`config.mk`:
```
export PLATFORM = sky130hd
export DESIGN_NAME = oifsel_top
export DESIGN_NICKNAME = d
export VERILOG_FILES = /design/src/design/oifsel_pkg.sv /design/src/design/oifsel_code_hold.sv /design/src/design/oifsel_top.sv
export SDC_FILE = /design/constraint.sdc
export NUM_CORES = 1
export LEC_CHECK = 0
export ABC_AREA = 0
export BUFFER_PORTS_ARGS = -buffer_cell sky130_fd_sc_hd__buf_2
export CORE_UTILIZATION = 37
export CTS_BUF_LIST = sky130_fd_sc_hd__clkbuf_4
export CTS_CLUSTER_SIZE = 8
export DETAILED_ROUTE_END_ITERATION = 6
export GPL_TIMING_DRIVEN = 0
export HOLD_SLACK_MARGIN = 0.06
export SLEW_MARGIN = 20
export SYNTH_ARGS = -nofsm -noshare
export SYNTH_HDL_FRONTEND = slang
export SYNTH_SLANG_ARGS = --single-unit
```
`constraint.sdc`:
```
create_clock -name CLOCK -period 5.3 [get_ports CLOCK]
set_input_delay 0.795 -clock CLOCK [delete_from_list [all_inputs] [get_ports CLOCK]]
set_output_delay 0.795 -clock CLOCK [all_outputs]
set_load 0.03 [all_outputs]
```
`src/design/oifsel_pkg.sv`:
```
package oifsel_pkg;
  localparam logic [11:0] OIFSEL_ADDR_SWRST = 12'h000;
  localparam logic [11:0] OIFSEL_ADDR_CFG = 12'h007;
  localparam logic [11:0] OIFSEL_ADDR_FUSE_LD = 12'h013;
  localparam int OIFSEL_SWRST_BIT = 0;
  localparam int OIFSEL_FUSE_LD_BIT = 0;
  localparam int OIFSEL_MAP_LSB = 5;
  localparam int OIFSEL_MAP_MSB = 7;
  localparam int OIFSEL_EN_BIT = 3;
  localparam int OIFSEL_SEL_LSB = 0;
  localparam int OIFSEL_SEL_MSB = 2;
  localparam logic [7:0] OIFSEL_CFG_RESET = 8'h00;
  localparam logic [2:0] OIFSEL_CODE_RESET = 3'h0;
  // bit-mapping variant codes
  localparam logic [2:0] OIFSEL_MAP_2L_18_14 = 3'h1;
  localparam logic [2:0] OIFSEL_MAP_2L_16 = 3'h2;
  localparam logic [2:0] OIFSEL_MAP_1L = 3'h3;
  localparam logic [2:0] OIFSEL_MAP_HALF = 3'h4;
  // lane-mode codes
  localparam logic [2:0] OIFSEL_LANE_2L = 3'h3;
  localparam logic [2:0] OIFSEL_LANE_1L = 3'h4;
  localparam logic [2:0] OIFSEL_LANE_HALF = 3'h5;
endpackage

```
`src/design/oifsel_code_hold.sv`:
```
`timescale 1ns/1ps
// holds one active three-bit interface code; candidates outside [lo_code, hi_code] are ignored
module oifsel_code_hold
  import oifsel_pkg::*;
#(
  parameter logic [2:0] LO_CODE = 3'h1,
  parameter logic [2:0] HI_CODE = 3'h4
) (
  input wire logic clk,
  input wire logic rst_b,
  input wire logic load_default,
  input wire logic [2:0] default_code,
  input wire logic load_new,
  input wire logic [2:0] new_code,
  output logic [2:0] code
);
  logic [2:0] code_reg;
  logic [2:0] code_next;
  wire new_ok = (new_code >= LO_CODE) && (new_code <= HI_CODE);

  always_comb begin
    code_next = code_reg;
    if (load_default) begin
      code_next = default_code;
    end else if (load_new && new_ok) begin
      code_next = new_code;
    end
  end

  always_ff @(posedge clk) begin
    if (!rst_b) begin
      code_reg <= OIFSEL_CODE_RESET;
    end else begin
      code_reg <= code_next;
    end
  end

  assign code = code_reg;
endmodule

```
`src/design/oifsel_top.sv`:
```
`timescale 1ns/1ps
// Behaviour
// - Mapper codes: 001 two-lane 18/14-bit, 010 two-lane 16-bit, 011 one-lane, 100 half-lane, others unused.
// - A written mapper value becomes active only when the fuse reload command is later issued.
// - The fuse reload command makes a pending written mapper value active and returns all other serially written values to their defaults.
// - After reset the fuse default mapper is applied without any write.
// - Readback of this register is 000 in both fields until software writes it.
// - The override enable lets the lane-mode select replace the fuse default; clear keeps the default.
// - Lane-mode codes: 011 two-lane, 100 one-lane, 101 half-lane, others unused.
// - The software reset bit returns all registers to defaults and then reads back 0.
module oifsel_top
  import oifsel_pkg::*;
(
  input wire logic CLOCK,
  input wire logic RST_B,
  input wire logic [11:0] REG_ADDR,
  input wire logic [7:0] REG_WDATA,
  input wire logic REG_WR,
  input wire logic REG_RD,
  output logic [7:0] REG_RDATA,
  input wire logic [2:0] FUSE_MAP_VARIANT,
  input wire logic [2:0] FUSE_LANE_MODE,
  output logic [2:0] ACTIVE_MAP_VARIANT,
  output logic [2:0] ACTIVE_LANE_MODE,
  output logic DEFAULTS_RESTORE
);
  logic [7:0] cfg_reg;
  logic [7:0] cfg_next;
  logic [2:0] map_pend_reg;
  logic [2:0] map_pend_next;
  logic map_pend_valid_reg;
  logic map_pend_valid_next;
  logic init_pending_reg;
  logic [7:0] rdata_reg;
  logic [7:0] rdata_next;

  // write decode
  wire wr_cfg = REG_WR && (REG_ADDR == OIFSEL_ADDR_CFG);
  wire wr_swrst = REG_WR && (REG_ADDR == OIFSEL_ADDR_SWRST) && REG_WDATA[OIFSEL_SWRST_BIT];
  wire wr_fuse = REG_WR && (REG_ADDR == OIFSEL_ADDR_FUSE_LD) && REG_WDATA[OIFSEL_FUSE_LD_BIT];
  wire [2:0] wr_map = REG_WDATA[OIFSEL_MAP_MSB:OIFSEL_MAP_LSB];
  wire wr_map_ok = (wr_map >= OIFSEL_MAP_2L_18_14) && (wr_map <= OIFSEL_MAP_HALF);
  wire wr_en = REG_WDATA[OIFSEL_EN_BIT];
  wire [2:0] wr_sel = REG_WDATA[OIFSEL_SEL_MSB:OIFSEL_SEL_LSB];
  wire clear_writes = wr_swrst || wr_fuse;

  // fuse defaults are applied one cycle after reset release or a software reset
  wire map_load_default = init_pending_reg || (wr_fuse && !map_pend_valid_reg);
  wire map_load_new = wr_fuse && map_pend_valid_reg && !init_pending_reg;
  wire lane_load_default = init_pending_reg || wr_fuse || (wr_cfg && !wr_en);
  wire lane_load_new = wr_cfg && wr_en;

  always_comb begin
    cfg_next = cfg_reg;
    map_pend_next = map_pend_reg;
    map_pend_valid_next = map_pend_valid_reg;
    if (clear_writes) begin
      cfg_next = OIFSEL_CFG_RESET;
      map_pend_next = OIFSEL_CODE_RESET;
      map_pend_valid_next = 1'b0;
    end else if (wr_cfg) begin
      cfg_next = REG_WDATA;
      if (wr_map_ok) begin
        map_pend_next = wr_map;
        map_pend_valid_next = 1'b1;
      end
    end
  end

  // readback shows only what was written, never the fuse value in force
  assign rdata_next = (REG_RD && (REG_ADDR == OIFSEL_ADDR_CFG)) ? cfg_reg : 8'h00;

  always_ff @(posedge CLOCK) begin
    if (!RST_B) begin
      cfg_reg <= OIFSEL_CFG_RESET;
      map_pend_reg <= OIFSEL_CODE_RESET;
      map_pend_valid_reg <= 1'b0;
      init_pending_reg <= 1'b1;
      rdata_reg <= 8'h00;
    end else begin
      cfg_reg <= cfg_next;
      map_pend_reg <= map_pend_next;
      map_pend_valid_reg <= map_pend_valid_next;
      init_pending_reg <= wr_swrst;
      rdata_reg <= rdata_next;
    end
  end

  oifsel_code_hold #(
    .LO_CODE(OIFSEL_MAP_2L_18_14),
    .HI_CODE(OIFSEL_MAP_HALF)
  ) u_map_hold (
    .clk(CLOCK),
    .rst_b(RST_B),
    .load_default(map_load_default),
    .default_code(FUSE_MAP_VARIANT),
    .load_new(map_load_new),
    .new_code(map_pend_reg),
    .code(ACTIVE_MAP_VARIANT)
  );

  oifsel_code_hold #(
    .LO_CODE(OIFSEL_LANE_2L),
    .HI_CODE(OIFSEL_LANE_HALF)
  ) u_lane_hold (
    .clk(CLOCK),
    .rst_b(RST_B),
    .load_default(lane_load_default),
    .default_code(FUSE_LANE_MODE),
    .load_new(lane_load_new),
    .new_code(wr_sel),
    .code(ACTIVE_LANE_MODE)
  );

  assign REG_RDATA = rdata_reg;
  // tells neighbouring register banks to drop their serial writes too
  assign DEFAULTS_RESTORE = clear_writes;
endmodule
```
Yosys cells after proc, flatten, opt, wreduce, memory -nomap -nowiden:

Cells that the tools add are included.
W data, S select, Z words.

* bits of input ports: 30
* flip-flop bits (word level): 27
* output and inout port bits: 15
* logic and storage cells: 49

* $lt $le $gt $ge: 6
* bitwise gates (word level): 1
* equality and inequality tests: 2
* reduce and logical (&&, ||, !) cells: 29
* mux-type cells: 4

Operator list (number)
* $logic_and A1 B1 Y1: 16
* $eq A12 B3 Y1 const B: 1
* $eq A12 B5 Y1 const B: 1
* $logic_not A12 Y1: 1
* $mux W3: 4
* $le A3 B3 Y1 const B: 3
* $ge A3 B1 Y1 const B: 2
* $logic_or A1 B1 Y1: 4
* $reduce_and A2 Y1: 2
* $reduce_bool A2 Y1: 2
* $ge A3 B2 Y1 const B: 1
* $logic_not A1 Y1: 3
* $reduce_or A2 Y1: 1
* $not A1 Y1: 1

Logic depth before layout (Yosys ltp):

* depth after elaboration: 8
* gate-level depth with buffers: 6
* mapped depth without buffers: 5

By module:

A second synthesis with hierarchy kept.

* cells, all modules: 125
* area, all modules: 1194.9 um^2

By module, submodules not included
* oifsel_top: area an instance 873.3 um^2, times used 1, cells an instance 88, sequential area each 420.4 um^2
* oifsel_code_hold (u_map_hold): area an instance 162.7 um^2, times used 1, cells an instance 17, sequential area each 60.1 um^2
* oifsel_code_hold (u_lane_hold): area an instance 158.9 um^2, times used 1, cells an instance 20, sequential area each 60.1 um^2

Worst setup path after synthesis:

No wires, ideal clock.

* kind: input to output
* start point: input port REG_ADDR[5]
* end point: output port DEFAULTS_RESTORE
* path buffers: 0
* data arrival time: 2.193 ns
* stages on the path: 3
* path slack: 2.312 ns
* required time: 4.505 ns
* cell sequence: or4_4 -> or3_1 -> nor2_1

* longest elaborated chain between the ends: 4

Ends and longest elaborated chain
* from (decl): RTL line oifsel_top.sv:16 `input wire logic [11:0] REG_ADDR,`
* $eq A12 B5 Y1 / $logic_not A12 Y1 (equally long branches): RTL line oifsel_top.sv:40, oifsel_top.sv:39
* $logic_and A1 B1 Y1, on equally long branches (2 in a row): RTL line oifsel_top.sv:40, oifsel_top.sv:39
* $logic_or A1 B1 Y1 (*): RTL line oifsel_top.sv:45 `wire clear_writes = wr_swrst || wr_fuse;`
* to (decl): RTL line oifsel_top.sv:25 `output logic DEFAULTS_RESTORE`

Every way passes the cells marked *; elsewhere a longest branch is shown, timed or not.

Worst setup path in the final report:

Same ends and word-level chain as after synthesis.

==> results.yml <==
run_status:
  status: "finished, final reports clean"
critical_path:
  cp_max_fo: 4
  r2r_slack_ns: 4.07
  path_delay_family: "simple AND/OR/NAND/NOR gates"
  crit_end: "DEFAULTS_RESTORE"
  startpoint_type: "primary input"
  crit_path_max_incr_delay_ns: 0.56
  cp.depth: 5
  critPathBufInv: 2
  cpMostUsedCell: "buf_2"
  cpMaxStageDelayCell: "or4_4"
  worstSetupPathType: "in -> out"
  reg2reg_depth: 3
  crit_arrival_ns: 2.21
  startpoint: "REG_ADDR[5]"
  worstReg2RegEnd: "u_lane_hold.code[1]"
  required_ns: 4.51
  r2r-start: "init_pending_reg"
  end_kind: "output pin"
  crit_chain: "buf_2 -> or4_4 -> or3_1 -> nor2_1 -> buf_2"
die:
  ios: 45
  die_x_um: 59.0
  initial_utilization_pct: 39.0
  die_h_um: 59.0
  die-area_um2: 3480
  rows: 20
  core_um2: 3080
finish:
  antenna_cells: 0
  fin_nets: 221
  fin_util_pct: 48.7
  drive_gt1_share_pct: 28.4
  syn_to_final_growth_pct: 24.8
  instances_no_fill: 234
sta:
  max_freq_mhz: 333
  hold_viol: 0
  setup_viol: 0
  rsz0062_at_grt: "false"
  fin_setup_tns_ns: 0
  finClkSkew_ns: 0.0107
  fin_crit_sh_pct: 56.7
  finalWorstSetupSlack_ns: 2.30
  max-slew-margin-rel_pct: 67.1
  worst_pin_slew_ns: 0.492
  period_needed_ns: 3.00
  final_max_slew_viol_count: 0
power_and_ir_drop:
  combPwrFrac_pct: 13.1
  swShare_pct: 26.5
  power_density_nw_per_um2: 231
  power_w: 0.000346
  p_switching_w: 0.0000915
  power_leakage_nw: 0.645
  clockPowerShare_pct: 26.7
  vdd_ir_drop_max_mv: 0.145
  power_frac_seq_pct: 60.2
  intPower_w: 0.000254
cts:
  clk_latency_ns: 0.33
  clock-sinks: 27
  cts_resized: 0
  htreeDepth: 1
  post_cts_hold_buffer_count: 0
  post-cts-setup-buffers: 0
  clk_pin_slew_ns: 0.16
  root_buffer: "clkbuf_4"
  cts_tree: "done"
  clockBufferDepth: 2
  cts_buffers: 3
global_route:
  grt_max_degree: 16
  grt_pass1_vias: 1041
  grt-ovfl-total: 0
  track_usage_pct: 17.0
  grt_pass1_wl_mm: 4.50
  grt_antenna_before_repair: 0
logic_synthesis:
  yosysWarnings: 0
  ys_ff_latch: 27
  syn_nets: 173
  synthesis.instances: 143
  synth_cell_types: 29
  syn_area_um2: 1200
  yosysSeqAreaShare_pct: 45.0
  synth_area_per_cell_um2: 8.40
detailed_routing:
  wire_per_inst_um: 11.6
  drt_wl_total_mm: 2.73
  via_count: 1150
  viasPerCell: 4.91
  drt_iter0_markers: 21
  firstDrtPassIters: 4
  drc: 0
  antenna_left: 0
flow_run:
  cap_violations: 0
place:
  gp_congestion: 0.869
  dp_hpwl_mm: 2.14
  io_buffers: 43
  place_inst: 230
  preCtsSetupSlack_ns: 2.30
worst_hold_path:
  whs_path_depth: 2
  worstHoldPathType: "reg -> reg"
## worst register-to-register path, cell delays in order (launching register included)
cell	delay, ns
dfxtp_1	0.33
nor2_1	0.40
and2_1	0.26
a2bb2oi_1	0.18
## layer usage
layer,GRT usage [%],share of wire [%],vias up
li1,-,-,594
met1,22.1,46,519
met2,28.7,48,33
met3,2.84,4.6,4
met4,5.44,1.0,0
met5,0,0,-
## metrics by stage
step | cell area (um^2) | hold WS [ns]
floorplan | 1200 | 0.427
global placement | 1470 | 0.435
detailed placement | 1470 | 0.440
CTS | 1500 | 0.458
global route | 1500 | 0.477
finish | 1500 | 0.458
## cell type report
| class | count | area, um^2 |
|---|---|---|
| buffer | 5 | 27.5 |
| sequential | 27 | 541 |
| clock inverter | 1 | 5.00 |
| fill | 325 | 1580 |
| clock buffer | 3 | 22.5 |
| multi-input combinational | 111 | 633 |
| timing repair buffer | 43 | 215 |
| tap | 44 | 55.1 |
## power by group through the flow
| stage | Sequential [W] | Clock (W) | Combinational (W) |
|---|---|---|---|
| 6_report | 0.000208 | 0.0000922 | 0.0000454 |
| 5_1_grt | 0.000209 | 0.000101 | 0.0000495 |
| 4_1_cts | 0.000208 | 0.0000928 | 0.0000455 |
| 3_5_place_dp | 0.000212 | 0 | 0.0000454 |
| 3_3_place_gp | 0.000212 | 0 | 0.0000445 |
| 2_1_floorplan | 0.000218 | 0 | 0.0000186 |
## how the worst min path moves through the flow
stage / slack (ns) / endpoint / from
6_report: 0.46 / cfg_reg[1] / cfg_reg[1]
2_1_floorplan: 0.43 / cfg_reg[0] / cfg_reg[0]
5_1_grt: 0.48 / cfg_reg[3] / cfg_reg[3]
3_3_place_gp: 0.44 / cfg_reg[6] / cfg_reg[6]
3_5_place_dp: 0.44 / cfg_reg[1] / cfg_reg[1]
4_1_cts: 0.46 / cfg_reg[1] / cfg_reg[1]
## kinds of logic (layout without fill, tap and decap cells)
group           count (synthesis)  after routing  synth area share [%]
simple gates                   69             69                  31.4
flops                          27             27                  45.0
buf+inv                         5             52                  2.29
compound gates                 38             38                  18.4
xor+xnor                        4              4                  2.92
## Yosys cell counts
| library cell | count | share of area, % |
|---|---|---|
| a21oi_1 | 13 | 5.4 |
| o21ai_1 | 5 | 2.1 |
| nor4_4 | 1 | 1.8 |
| a31oi_1 | 2 | 1.0 |
| or3_1 | 3 | 1.6 |
| nand2b_1 | 5 | 2.6 |
| a22o_1 | 1 | 0.73 |
| nor2_1 | 6 | 1.9 |
| o21ai_0 | 8 | 3.3 |
| and2_1 | 11 | 5.7 |
| and3_1 | 2 | 1.0 |
| a2bb2oi_1 | 1 | 0.73 |
| nor4_1 | 1 | 0.52 |
| dfxtp_1 | 27 | 45 |
| o211a_1 | 2 | 1.7 |
| nand2_1 | 29 | 9.1 |
| clkbuf_1 | 2 | 0.63 |
| xor2_1 | 1 | 0.73 |
| buf_4 | 2 | 1.2 |
| nand3_1 | 1 | 0.42 |
| o22ai_1 | 3 | 1.6 |
| nand3b_1 | 4 | 2.5 |
| xnor2_1 | 3 | 2.2 |
| o211ai_1 | 2 | 1.2 |
| nor3_1 | 1 | 0.42 |
| a21boi_0 | 1 | 0.63 |
| or4_4 | 3 | 2.8 |
| buf_2 | 1 | 0.42 |
| nor2b_1 | 2 | 1.0 |
## cells in the final DEF, fill, tap and decap left out, drive strengths merged, types with 4 or more instances in the layout
cell type	synthesis	layout
nand2b	5	5
dfxtp	27	27
clkbuf	2	5
nand3b	4	4
and2	11	11
nand2	29	29
a21oi	13	13
o21ai	13	13
buf	3	46
nor2	6	6
Power figures use the tool's default switching activity.
